### src/core/awsc_params.svh
`ifndef AWSC_PARAMS_SVH
`define AWSC_PARAMS_SVH

// ----------------------------------------------------------------
// Register addresses
// ----------------------------------------------------------------
`define AWSC_ADDR_STATUS 8'h0b
`define AWSC_ADDR_COUNT 8'h29
`define AWSC_ADDR_CTRL1 8'h2a
`define AWSC_ADDR_CTRL2 8'h2b
`define AWSC_ADDR_INTCTL 8'h2c
`define AWSC_ADDR_INTEN 8'h2d

// ----------------------------------------------------------------
// Reset values
// ----------------------------------------------------------------
`define AWSC_RST_COUNT 8'h00
`define AWSC_RST_CTRL1 8'h00
`define AWSC_RST_CTRL2 8'h00
`define AWSC_RST_INTCTL 8'h00
`define AWSC_RST_INTEN 8'h00

// ----------------------------------------------------------------
// Field positions
// ----------------------------------------------------------------
`define AWSC_C1_SLEEP_HI 7
`define AWSC_C1_SLEEP_LO 6
`define AWSC_C1_WAKE_HI 5
`define AWSC_C1_WAKE_LO 3
`define AWSC_C1_FAST_READ 1
`define AWSC_C1_ACTIVE 0
`define AWSC_C2_SLEEP_EN 2
`define AWSC_IC_FIFO_GATE 7
`define AWSC_IC_WAKE_TRANS 6
`define AWSC_IC_WAKE_ORIENT 5
`define AWSC_IC_WAKE_TAP 4
`define AWSC_IC_WAKE_FFMT 3
`define AWSC_IE_SLEEP_IRQ 7
`define AWSC_IE_TRANS 5
`define AWSC_IE_ORIENT 4
`define AWSC_IE_TAP 3
`define AWSC_IE_FFMT 2
`define AWSC_C2_MASK 8'h04
`define AWSC_C1_MASK 8'hfb
`define AWSC_IC_MASK 8'hf8

// ----------------------------------------------------------------
// Rate codes and timing
// ----------------------------------------------------------------
`define AWSC_RATE_50HZ 3'h4
`define AWSC_RATE_12HZ 3'h5
`define AWSC_RATE_6HZ 3'h6
`define AWSC_RATE_1HZ 3'h7
`define AWSC_SRATE_50HZ 2'h0
`define AWSC_SRATE_12HZ 2'h1
`define AWSC_SRATE_6HZ 2'h2
`define AWSC_CLK_PERIOD_NS 10
`define AWSC_BASE_PERIOD_NS 1250000
`define AWSC_BASE_CYCLES (`AWSC_BASE_PERIOD_NS / `AWSC_CLK_PERIOD_NS)
`define AWSC_STEP_MS 320
`define AWSC_STEP_SLOW_MS 640
`define AWSC_BASE_PERIOD_US 1250
`define AWSC_STEP_TICKS (`AWSC_STEP_MS * 1000 / `AWSC_BASE_PERIOD_US)
`define AWSC_STEP_SLOW_TICKS (`AWSC_STEP_SLOW_MS * 1000 / `AWSC_BASE_PERIOD_US)
`define AWSC_TICKS_12HZ 10'h040
`define AWSC_TICKS_6HZ 10'h080
`define AWSC_TICKS_1HZ 10'h200
`define AWSC_TICK_ONE 10'h001

`endif

### src/core/awsc_pkg.sv
package awsc_pkg;
  typedef enum logic [1:0] {ST_STANDBY, ST_WAKE, ST_SLEEP} awsc_state_e;
  typedef logic [2:0] awsc_rate_t;
  typedef logic [7:0] awsc_byte_t;
endpackage : awsc_pkg

### src/core/awsc_ctrl.sv
//
// Overview of operation
// - Inactivity timeout switches wake rate to sleep rate
// - Count steps 320 ms, 640 ms at 1.56 Hz
// - Detection and FIFO gate events restart timer
// - Enabled, wake-selected detections wake from sleep
// - Detections run at sleep rate while asleep
// - FIFO, sleep and ready events never wake
// - Gated FIFO freezes on sleep irq until flush
// - Auto-sleep disabled: only standby and wake
// - Each wake/sleep transition raises enabled interrupt
// - Sleep field 00 is 50 Hz, 11 1.56
// - Sleep rate overrides every block rate
// - Wake field maps 800 Hz down to 1.56
// - Bit 0 selects standby or active
// - Fast-read skips low-order data bytes
// - Control two bit 2 enables auto-sleep
// - Interrupt control holds gate and wake selects
//
`timescale 1ns/10ps
`include "awsc_params.svh"

module awsc_ctrl #(
  parameter int BASE_CYCLES = `AWSC_BASE_CYCLES
) (
  // Clock and reset
  input wire logic clk_sys_in,
  input wire logic sys_rst_in,
  // Register port from the serial interface engine
  input wire logic [7:0] reg_addr_in,
  input wire logic reg_wr_in,
  input wire logic [7:0] reg_wdata_in,
  input wire logic reg_rd_in,
  output logic [7:0] reg_rdata_out,
  // Detection and FIFO events
  input wire logic transient_event_in,
  input wire logic orientation_event_in,
  input wire logic tap_event_in,
  input wire logic freefall_motion_event_in,
  input wire logic sample_ready_event_in,
  input wire logic fifo_event_in,
  input wire logic fifo_flush_in,
  input wire logic sleep_irq_clear_in,
  // Rate and mode outputs
  output awsc_pkg::awsc_rate_t sample_rate_out,
  output logic sample_tick_out,
  output logic active_out,
  output logic asleep_out,
  output logic fast_read_out,
  output logic fifo_accept_out,
  output logic sleep_transition_event_out
);

  // ----------------------------------------------------------------
  // Registers
  // ----------------------------------------------------------------
  awsc_pkg::awsc_byte_t count_q, ctrl1_q, ctrl2_q, intctl_q, inten_q;
  awsc_pkg::awsc_state_e state_q;
  logic [16:0] elapsed_q;
  logic [16:0] target;
  logic frozen_q;
  logic sleep_flag_q;
  logic base_tick;
  logic restart_hit, wake_hit, go_sleep, go_wake, auto_sleep_enable, active;
  awsc_pkg::awsc_rate_t wake_rate;
  logic [1:0] sleep_rate;

  // Sleep field onto the common rate code
  function automatic awsc_pkg::awsc_rate_t sleep_map(input logic [1:0] s);
    case (s)
      `AWSC_SRATE_50HZ: sleep_map = `AWSC_RATE_50HZ;
      `AWSC_SRATE_12HZ: sleep_map = `AWSC_RATE_12HZ;
      `AWSC_SRATE_6HZ: sleep_map = `AWSC_RATE_6HZ;
      default: sleep_map = `AWSC_RATE_1HZ;
    endcase
  endfunction : sleep_map

  assign wake_rate = ctrl1_q[`AWSC_C1_WAKE_HI:`AWSC_C1_WAKE_LO];
  assign sleep_rate = ctrl1_q[`AWSC_C1_SLEEP_HI:`AWSC_C1_SLEEP_LO];
  assign active = ctrl1_q[`AWSC_C1_ACTIVE];
  assign auto_sleep_enable = ctrl2_q[`AWSC_C2_SLEEP_EN];

  // ----------------------------------------------------------------
  // Register writes
  // ----------------------------------------------------------------
  // Control one fields are taken at any time; keeping to standby is the host's job
  always_ff @(posedge clk_sys_in)
  begin
    if (sys_rst_in)
    begin
      count_q <= `AWSC_RST_COUNT;
      ctrl1_q <= `AWSC_RST_CTRL1;
      ctrl2_q <= `AWSC_RST_CTRL2;
      intctl_q <= `AWSC_RST_INTCTL;
      inten_q <= `AWSC_RST_INTEN;
    end
    else if (reg_wr_in)
    begin
      case (reg_addr_in)
        `AWSC_ADDR_COUNT: count_q <= reg_wdata_in;
        `AWSC_ADDR_CTRL1: ctrl1_q <= reg_wdata_in & `AWSC_C1_MASK;
        `AWSC_ADDR_CTRL2: ctrl2_q <= reg_wdata_in & `AWSC_C2_MASK;
        `AWSC_ADDR_INTCTL: intctl_q <= reg_wdata_in & `AWSC_IC_MASK;
        `AWSC_ADDR_INTEN: inten_q <= reg_wdata_in;
        default: ;
      endcase
    end
  end

  // Read data lands one cycle after the strobe; unmapped reads give zero
  always_ff @(posedge clk_sys_in)
  begin
    if (sys_rst_in)
      reg_rdata_out <= 8'h00;
    else if (reg_rd_in)
    begin
      case (reg_addr_in)
        `AWSC_ADDR_STATUS: reg_rdata_out <= {6'h00, state_q};
        `AWSC_ADDR_COUNT: reg_rdata_out <= count_q;
        `AWSC_ADDR_CTRL1: reg_rdata_out <= ctrl1_q;
        `AWSC_ADDR_CTRL2: reg_rdata_out <= ctrl2_q;
        `AWSC_ADDR_INTCTL: reg_rdata_out <= intctl_q;
        `AWSC_ADDR_INTEN: reg_rdata_out <= inten_q;
        default: reg_rdata_out <= 8'h00;
      endcase
    end
  end

  // ----------------------------------------------------------------
  // Event qualification
  // ----------------------------------------------------------------
  assign restart_hit = transient_event_in || orientation_event_in || tap_event_in
    || freefall_motion_event_in || (fifo_event_in && intctl_q[`AWSC_IC_FIFO_GATE]);

  // Ready, sleep-transition and FIFO events are absent on purpose
  assign wake_hit =
    (transient_event_in && inten_q[`AWSC_IE_TRANS] && intctl_q[`AWSC_IC_WAKE_TRANS])
    || (orientation_event_in && inten_q[`AWSC_IE_ORIENT]
        && intctl_q[`AWSC_IC_WAKE_ORIENT])
    || (tap_event_in && inten_q[`AWSC_IE_TAP] && intctl_q[`AWSC_IC_WAKE_TAP])
    || (freefall_motion_event_in && inten_q[`AWSC_IE_FFMT]
        && intctl_q[`AWSC_IC_WAKE_FFMT]);

  // ----------------------------------------------------------------
  // Inactivity timer
  // ----------------------------------------------------------------
  assign target = (wake_rate == `AWSC_RATE_1HZ)
    ? 17'(count_q * `AWSC_STEP_SLOW_TICKS)
    : 17'(count_q * `AWSC_STEP_TICKS);

  always_ff @(posedge clk_sys_in)
  begin
    if (sys_rst_in || state_q != awsc_pkg::ST_WAKE || restart_hit)
      elapsed_q <= '0;
    else if (base_tick && elapsed_q < target)
      elapsed_q <= elapsed_q + 17'h00001;
  end

  assign go_sleep = state_q == awsc_pkg::ST_WAKE && auto_sleep_enable && active && !restart_hit
    && elapsed_q >= target;
  // Dropping auto-sleep also leaves sleep, so it must raise the flag too
  assign go_wake = state_q == awsc_pkg::ST_SLEEP && (wake_hit || !auto_sleep_enable);

  // ----------------------------------------------------------------
  // Power state
  // ----------------------------------------------------------------
  always_ff @(posedge clk_sys_in)
  begin
    if (sys_rst_in)
      state_q <= awsc_pkg::ST_STANDBY;
    else
    begin
      case (state_q)
        awsc_pkg::ST_STANDBY:
          if (active)
            state_q <= awsc_pkg::ST_WAKE;
        awsc_pkg::ST_WAKE:
          if (!active)
            state_q <= awsc_pkg::ST_STANDBY;
          else if (go_sleep)
            state_q <= awsc_pkg::ST_SLEEP;
        awsc_pkg::ST_SLEEP:
          if (!active)
            state_q <= awsc_pkg::ST_STANDBY;
          else if (go_wake)
            state_q <= awsc_pkg::ST_WAKE;
        default: state_q <= awsc_pkg::ST_STANDBY;
      endcase
    end
  end

  // Sticky sleep-transition flag: a new transition beats the clear
  always_ff @(posedge clk_sys_in)
  begin
    if (sys_rst_in)
      sleep_flag_q <= 1'b0;
    else if ((go_sleep || go_wake) && inten_q[`AWSC_IE_SLEEP_IRQ] && active)
      sleep_flag_q <= 1'b1;
    else if (sleep_irq_clear_in)
      sleep_flag_q <= 1'b0;
  end

  // FIFO freeze: flag with gate set holds the old contents until flush
  always_ff @(posedge clk_sys_in)
  begin
    if (sys_rst_in)
      frozen_q <= 1'b0;
    else if ((go_sleep || go_wake) && inten_q[`AWSC_IE_SLEEP_IRQ] && active
      && intctl_q[`AWSC_IC_FIFO_GATE])
      frozen_q <= 1'b1;
    else if (fifo_flush_in)
      frozen_q <= 1'b0;
  end

  // ----------------------------------------------------------------
  // Rate selection and timebase
  // ----------------------------------------------------------------
  // One rate feeds the whole sensor, so detections follow it into sleep
  assign sample_rate_out = (state_q == awsc_pkg::ST_SLEEP)
    ? sleep_map(sleep_rate) : wake_rate;

  awsc_rate_timer #(
    .BASE_CYCLES(BASE_CYCLES)
  ) u_timer (
    .clk_sys_in(clk_sys_in),
    .sys_rst_in(sys_rst_in),
    .run_in(state_q != awsc_pkg::ST_STANDBY),
    .rate_in(sample_rate_out),
    .base_tick_out(base_tick),
    .sample_tick_out(sample_tick_out)
  );

  assign active_out = state_q != awsc_pkg::ST_STANDBY;
  assign asleep_out = state_q == awsc_pkg::ST_SLEEP;
  assign fast_read_out = ctrl1_q[`AWSC_C1_FAST_READ];
  assign fifo_accept_out = !frozen_q;
  assign sleep_transition_event_out = sleep_flag_q;

  // ----------------------------------------------------------------
  // Assertions
  // ----------------------------------------------------------------
  a_no_sleep_disabled: assert property (@(posedge clk_sys_in) disable iff (sys_rst_in)
    (!auto_sleep_enable && state_q != awsc_pkg::ST_SLEEP) |=> state_q != awsc_pkg::ST_SLEEP)
    else $error("entered sleep with auto-sleep off");
  a_sleep_rate_used: assert property (@(posedge clk_sys_in) disable iff (sys_rst_in)
    state_q == awsc_pkg::ST_SLEEP |-> sample_rate_out == sleep_map(sleep_rate))
    else $error("sleep rate not applied");
  a_wake_rate_used: assert property (@(posedge clk_sys_in) disable iff (sys_rst_in)
    state_q == awsc_pkg::ST_WAKE
    |-> sample_rate_out == ctrl1_q[`AWSC_C1_WAKE_HI:`AWSC_C1_WAKE_LO])
    else $error("wake rate not applied");
  a_standby_select: assert property (@(posedge clk_sys_in) disable iff (sys_rst_in)
    !ctrl1_q[`AWSC_C1_ACTIVE] |=> !active_out)
    else $error("not in standby with active bit clear");
  a_wake_on_source: assert property (@(posedge clk_sys_in) disable iff (sys_rst_in)
    (asleep_out && active && tap_event_in && inten_q[`AWSC_IE_TAP]
      && intctl_q[`AWSC_IC_WAKE_TAP])
    |=> state_q == awsc_pkg::ST_WAKE)
    else $error("selected tap did not wake");
  a_no_stray_wake: assert property (@(posedge clk_sys_in) disable iff (sys_rst_in)
    (asleep_out && active && auto_sleep_enable && !wake_hit) |=> asleep_out)
    else $error("woke without a selected source");
  a_irq_on_change: assert property (@(posedge clk_sys_in) disable iff (sys_rst_in)
    (inten_q[`AWSC_IE_SLEEP_IRQ] && active && $changed(asleep_out) && $past(active_out)
      && $past(inten_q[`AWSC_IE_SLEEP_IRQ]) && $past(active)) |-> sleep_transition_event_out)
    else $error("transition did not raise flag");
  a_fifo_frozen: assert property (@(posedge clk_sys_in) disable iff (sys_rst_in)
    (frozen_q && !fifo_flush_in) |=> !fifo_accept_out)
    else $error("fifo accepted while frozen");
  a_restart_holds: assert property (@(posedge clk_sys_in) disable iff (sys_rst_in)
    (state_q == awsc_pkg::ST_WAKE && active && restart_hit)
    |=> (state_q == awsc_pkg::ST_WAKE && elapsed_q == '0))
    else $error("restart event did not hold wake");
  a_timeout_due: assert property (@(posedge clk_sys_in) disable iff (sys_rst_in)
    ($rose(asleep_out) && $past(state_q) == awsc_pkg::ST_WAKE)
    |-> $past(elapsed_q) >= $past(target))
    else $error("sleep entered before timeout");

endmodule : awsc_ctrl

### src/core/awsc_rate_timer.sv
`timescale 1ns/10ps
`include "awsc_params.svh"

module awsc_rate_timer #(
  parameter int BASE_CYCLES = `AWSC_BASE_CYCLES
) (
  // Clock and reset
  input wire logic clk_sys_in,
  input wire logic sys_rst_in,
  // Rate selection
  input wire logic run_in,
  input wire awsc_pkg::awsc_rate_t rate_in,
  // Timebase
  output logic base_tick_out,
  output logic sample_tick_out
);

  logic [16:0] div_q;
  logic [9:0] sub_q;
  logic [9:0] limit;

  // Base ticks per sample period at each rate code
  function automatic logic [9:0] rate_ticks(input awsc_pkg::awsc_rate_t r);
    case (r)
      `AWSC_RATE_12HZ: rate_ticks = `AWSC_TICKS_12HZ;
      `AWSC_RATE_6HZ: rate_ticks = `AWSC_TICKS_6HZ;
      `AWSC_RATE_1HZ: rate_ticks = `AWSC_TICKS_1HZ;
      default: rate_ticks = `AWSC_TICK_ONE << r;
    endcase
  endfunction : rate_ticks

  assign limit = rate_ticks(rate_in);
  assign base_tick_out = run_in && (div_q == 17'(BASE_CYCLES - 1));

  always_ff @(posedge clk_sys_in)
  begin
    if (sys_rst_in || !run_in || base_tick_out)
      div_q <= '0;
    else
      div_q <= div_q + 17'h00001;
  end

  // Rate change keeps the sample phase; a count already past the new limit ends on the next base tick
  always_ff @(posedge clk_sys_in)
  begin
    if (sys_rst_in || !run_in)
    begin
      sub_q <= '0;
      sample_tick_out <= 1'b0;
    end
    else
    begin
      sample_tick_out <= 1'b0;
      if (base_tick_out)
      begin
        if (sub_q + 10'h001 >= limit)
        begin
          sub_q <= '0;
          sample_tick_out <= 1'b1;
        end
        else
          sub_q <= sub_q + 10'h001;
      end
    end
  end

endmodule : awsc_rate_timer

### config.mk
export PLATFORM = sky130hd
export DESIGN_NAME = awsc_ctrl
export DESIGN_NICKNAME = d
export VERILOG_FILES = /design/src/core/awsc_pkg.sv /design/src/core/awsc_ctrl.sv /design/src/core/awsc_rate_timer.sv
export VERILOG_INCLUDE_DIRS = /design/src /design/src/core
export SDC_FILE = /design/constraint.sdc
export NUM_CORES = 1
export LEC_CHECK = 0
export BUFFER_PORTS_ARGS = -buffer_cell sky130_fd_sc_hd__buf_4
export CAP_MARGIN = 10
export CORE_MARGIN = 1
export CORE_UTILIZATION = 53
export CTS_CLUSTER_DIAMETER = 200
export DETAILED_ROUTE_END_ITERATION = 12
export HOLD_SLACK_MARGIN = 0.1
export PLACE_DENSITY = 0.88
export SKIP_CTS_REPAIR_TIMING = 1
export SYNTH_ARGS = -nofsm -noshare
export SYNTH_HDL_FRONTEND = slang
export SYNTH_SLANG_ARGS = --single-unit
### constraint.sdc
create_clock -name clk_sys_in -period 2.7 [get_ports clk_sys_in]
set_input_delay 0.54 -clock clk_sys_in [delete_from_list [all_inputs] [get_ports clk_sys_in]]
set_output_delay 0.54 -clock clk_sys_in [all_outputs]
set_load 0.02 [all_outputs]
==> impl_results.md <==
- Wirelength per Cell: about 16 um
- Critical path fanouts, max: 8
- Starting density of the core: between 50% and 60%
- Layout Nets: 665
- Post-Syn Area: 4508 um2
- Number of global-route vias before repair: roughly 4k
- Worst VDD drop: between 300 and 400 uV
- Worst path required time: about 3 ns
- Final Cycle Share: 100.5%
- CP top delay family: compound AO/OA/AOI/OAI gates
- Crit-path slowest cell: dfxtp_1
- Via count: 4398
- Largest family of logic cells by synthesized area: simple AND/OR/NAND/NOR gates
- ANT nets after route: 0
- Netlist cell types: 58
- Placed cells: approximately 700
- Worst hold-check path type: in2reg
- Remaining Overflow, GRT: 0
- CTS buffer count: 9
- Outcome: finished, violations left
- Hold Vio Cnt, Final: 0
- Filler cells: between 600 and 700
- Final setup fails: 2
- Post-synthesis xor/xnor area fraction: 4.080%
- Post-synthesis mux area share: under 10%
- Worst Path Buf+Inv: 4
- Reg area: 1727 um2
- Register bit total from synthesis: 86
- Worst setup SP type: register
- Post-synthesis compound-gate area fraction: approximately 16%
- Largest net degree at the start of global routing: 40
- Clock Tree Root: clkbuf_8
- Ys flop type: dfxtp_1
- Fin Hold WS: about 0.44 ns
- CP Data Arrival Time: roughly 3 ns
- IO Port Bufs: 43
- Pwr Density: between 400 and 500 nW/um2
- CP endpoint kind: register
- Final std cells w/o fill: just over 700
- Yosys warns: 0
- Die W: around 94 um
- GRT Total Usage: roughly a quarter
- Sequential-to-total area share from yosys stat: between 30% and 40%
- Initial antenna violation count: 0
- Antenna fix cells: 0
- F_max: between 300 and 400 MHz
- I/O pins: between 40 and 50
- Post-Syn Nets: roughly 600
- Max H-tree Level: 3
- Rel. slew slack: 49.76%
- Clk sinks: 86
- Layout Skew: between 0.01 and 0.015 ns
- Leak: about 2 nW
- Adder-cell share of the synthesized area: under 10%
- Height of the die: 94.23 um
- Residual DRC: 0
- DP HPWL: roughly 7900 um
- Max incr delay on CP: between 0.3 and 0.4 ns
- CP Class: reg2reg
- RePlAce Congestion: ~0.89
- Tmin final: between 2 and 3 ns
- Num rows: 33
- Area Overhead vs Synth: 20.01%
- Clock tree from TritonCTS: yes
- Worst-Skew Late Latency: roughly 0.36 ns
- Area of the multi-input gates: between 2000 and 3000 um2
- Slew Viols, Final: 0
- EDFF count, synth: 0
- Max-cap violation count: 0
- Max Buffers Root-to-Sink: 2
- Synthesized instance count: 551
- Die footprint: 8878 um2
- RSZ-0062 raised after global routing: yes
- Worst Max-Slew Pin Slew: about 0.75 ns
- Simple-gate share of the synthesized area: between 20% and 30%
- Detailed Route Iter0 Violations: 251
- Syn avg cell area: 8.182 um2
- Failing checks: setup timing
- Core region area: 8217 um2
- Ys async rst share: 0%
- Final WL: around 12000 um
- Final WS setup: -0.01459 ns
- Global-route wire length before repair: approximately 18000 um
- Pre-antenna DRT Iters: 6
- Vias per cell: roughly 6
- Clk slew on worst S/H paths: approximately 0.09 ns
- Fraction of layout cells with a size suffix above 1: 20.32%
- Cells along the critical path: nand3_2 > buf_6 > buf_4 > mux2i_1 > ha_1 > a21oi_2 > o21ai_1 > a221oi_2 > buf_4 > nand4_4 > buf_6 > or3_1 > a21oi_1
## cell type report
class                   instances  share of cell area [%]
clock inverters                 6                  0.8326
clock buffers                  10                   2.544
repair buffers                 76                   10.96
multi-input cells             427                   50.28
well taps                     105                   2.428
inverters                      15                   1.041
flip-flops and latches         86                   31.91
## final timing paths
path	end	slack [ns]	startpoint	cells after the start
max	elapsed_q[8]	-0.01	ctrl1_q[5]	13
min	ctrl2_q[2]	0.44	reg_wdata_in[2]	3
max reg2reg	elapsed_q[8]	-0.01	ctrl1_q[5]	13
min reg2reg	u_timer.div_q[0]	0.45	u_timer.div_q[0]	1
## sequential cells by signal, summed over array words and instances (netlist names)
| name | flops |
|---|---|
| u_timer.div_q | 17 |
| sleep_transition_event_out | 1 |
| intctl_q | 5 |
| reg_rdata_out | 8 |
| ctrl1_q | 7 |
| frozen_q | 1 |
| u_timer.sub_q | 10 |
| count_q | 8 |
| state_q | 2 |
| u_timer.sample_tick_out | 1 |
| elapsed_q | 17 |
| inten_q | 8 |
| ctrl2_q | 1 |
## kinds of logic (layout without fill, tap and decap cells)
group,count (synthesis),in the layout
other,1,1
buffers and inverters,38,107
adders and majority gates,22,22
and+or+nand+nor,258,258
AOI/OAI and AO/OA,114,114
xor gates and xnor gates,21,21
muxes,11,11
DFF,86,86
## routing by layer
metal  global-route usage [%]  up-vias  part of all wire (%)
met5                        0        -                     0
met4                    15.00        0                   3.8
met3                    4.207       43                   5.8
met2                    42.93      193                    48
met1                    32.57     2056                    42
li1                         -     2106                     -
## worst reg2reg max path, stage by stage, from the launching register on
cell	delay (ns)
dfxtp_1	0.36
nand3_2	0.08
buf_6	0.15
buf_4	0.14
mux2i_1	0.12
ha_1	0.23
a21oi_2	0.18
o21ai_1	0.09
a221oi_2	0.34
buf_4	0.18
nand4_4	0.11
buf_6	0.16
or3_1	0.32
a21oi_1	0.17
## cells in the final DEF (no fill, tap or decap), types with 2 or more instances in the layout
cell	synthesis	final
nand2_1	68	68
or3_4	1	3
nand4_1	11	11
o21ai_1	11	12
nor4_1	4	4
inv_1	15	15
and2_1	5	5
a211oi_1	6	6
and4_1	4	4
nor2b_1	16	16
a311oi_1	2	2
mux2i_1	10	7
clkinvlp_4	0	3
a21oi_1	56	49
mux2i_2	0	2
xor2_1	10	10
ha_1	22	21
dfxtp_1	86	82
buf_4	1	70
nor3_1	9	8
nand2b_1	3	3
buf_6	2	6
nand3_1	56	55
a21oi_2	0	7
a221oi_1	5	5
or2_2	4	4
and3_1	9	9
a22oi_1	5	5
dfxtp_2	0	4
o21ai_0	9	8
clkbuf_8	0	10
or3_1	14	12
o31ai_1	2	2
nand4_4	0	2
nor2_1	40	40
a22o_1	6	6
nor4b_1	2	2
xnor2_1	11	11
## cell usage after synthesis (5+ instances only)
library cell | instances | area [um2]
ha_1 | 22 | 275.3
xor2_1 | 10 | 87.58
a21oi_1 | 56 | 280.3
nand3_1 | 56 | 280.3
nand2_1 | 68 | 255.2
xnor2_1 | 11 | 96.34
and3_1 | 9 | 56.30
a211oi_1 | 6 | 45.04
a221oi_1 | 5 | 43.79
nor2b_1 | 16 | 100.1
and2_1 | 5 | 31.28
clkbuf_1 | 16 | 60.06
a22o_1 | 6 | 52.55
inv_1 | 15 | 56.30
a22oi_1 | 5 | 37.54
nand4_1 | 11 | 68.82
or3_1 | 14 | 87.58
nor2_1 | 40 | 150.1
mux2i_1 | 10 | 100.1
nor3_1 | 9 | 45.04
dfxtp_1 | 86 | 1722
o21ai_0 | 9 | 45.04
o21ai_1 | 11 | 55.05
## where the power goes
part / switching [mW] / internal [mW] / leakage [nW]
registers: 0.000581 / 1.27 / 0.694
logic: 0.0469 / 0.0338 / 1.21
clock network: 0.483 / 0.362 / 0.0849
total: 0.531 / 1.66 / 1.99
## metrics by stage
stage / setup TNS [ns] / power, mW / util, % / area (um2) / worst slack [ns]
final: -0.01542 / 2.194 / 65.84 / 5410 / -0.01459
after global routing: -1.058 / 2.257 / 65.84 / 5410 / -0.1064
after CTS: -0.4965 / 2.194 / 63.70 / 5234 / -0.1244
after detailed placement: -0.2493 / 1.374 / 61.47 / 5051 / -0.08011
after global placement: 0 / 1.373 / 61.47 / 5051 / 0.07065
after floorplan: 0 / 1.326 / - / 4514 / 0.02579
Power figures use the tool's default switching activity.
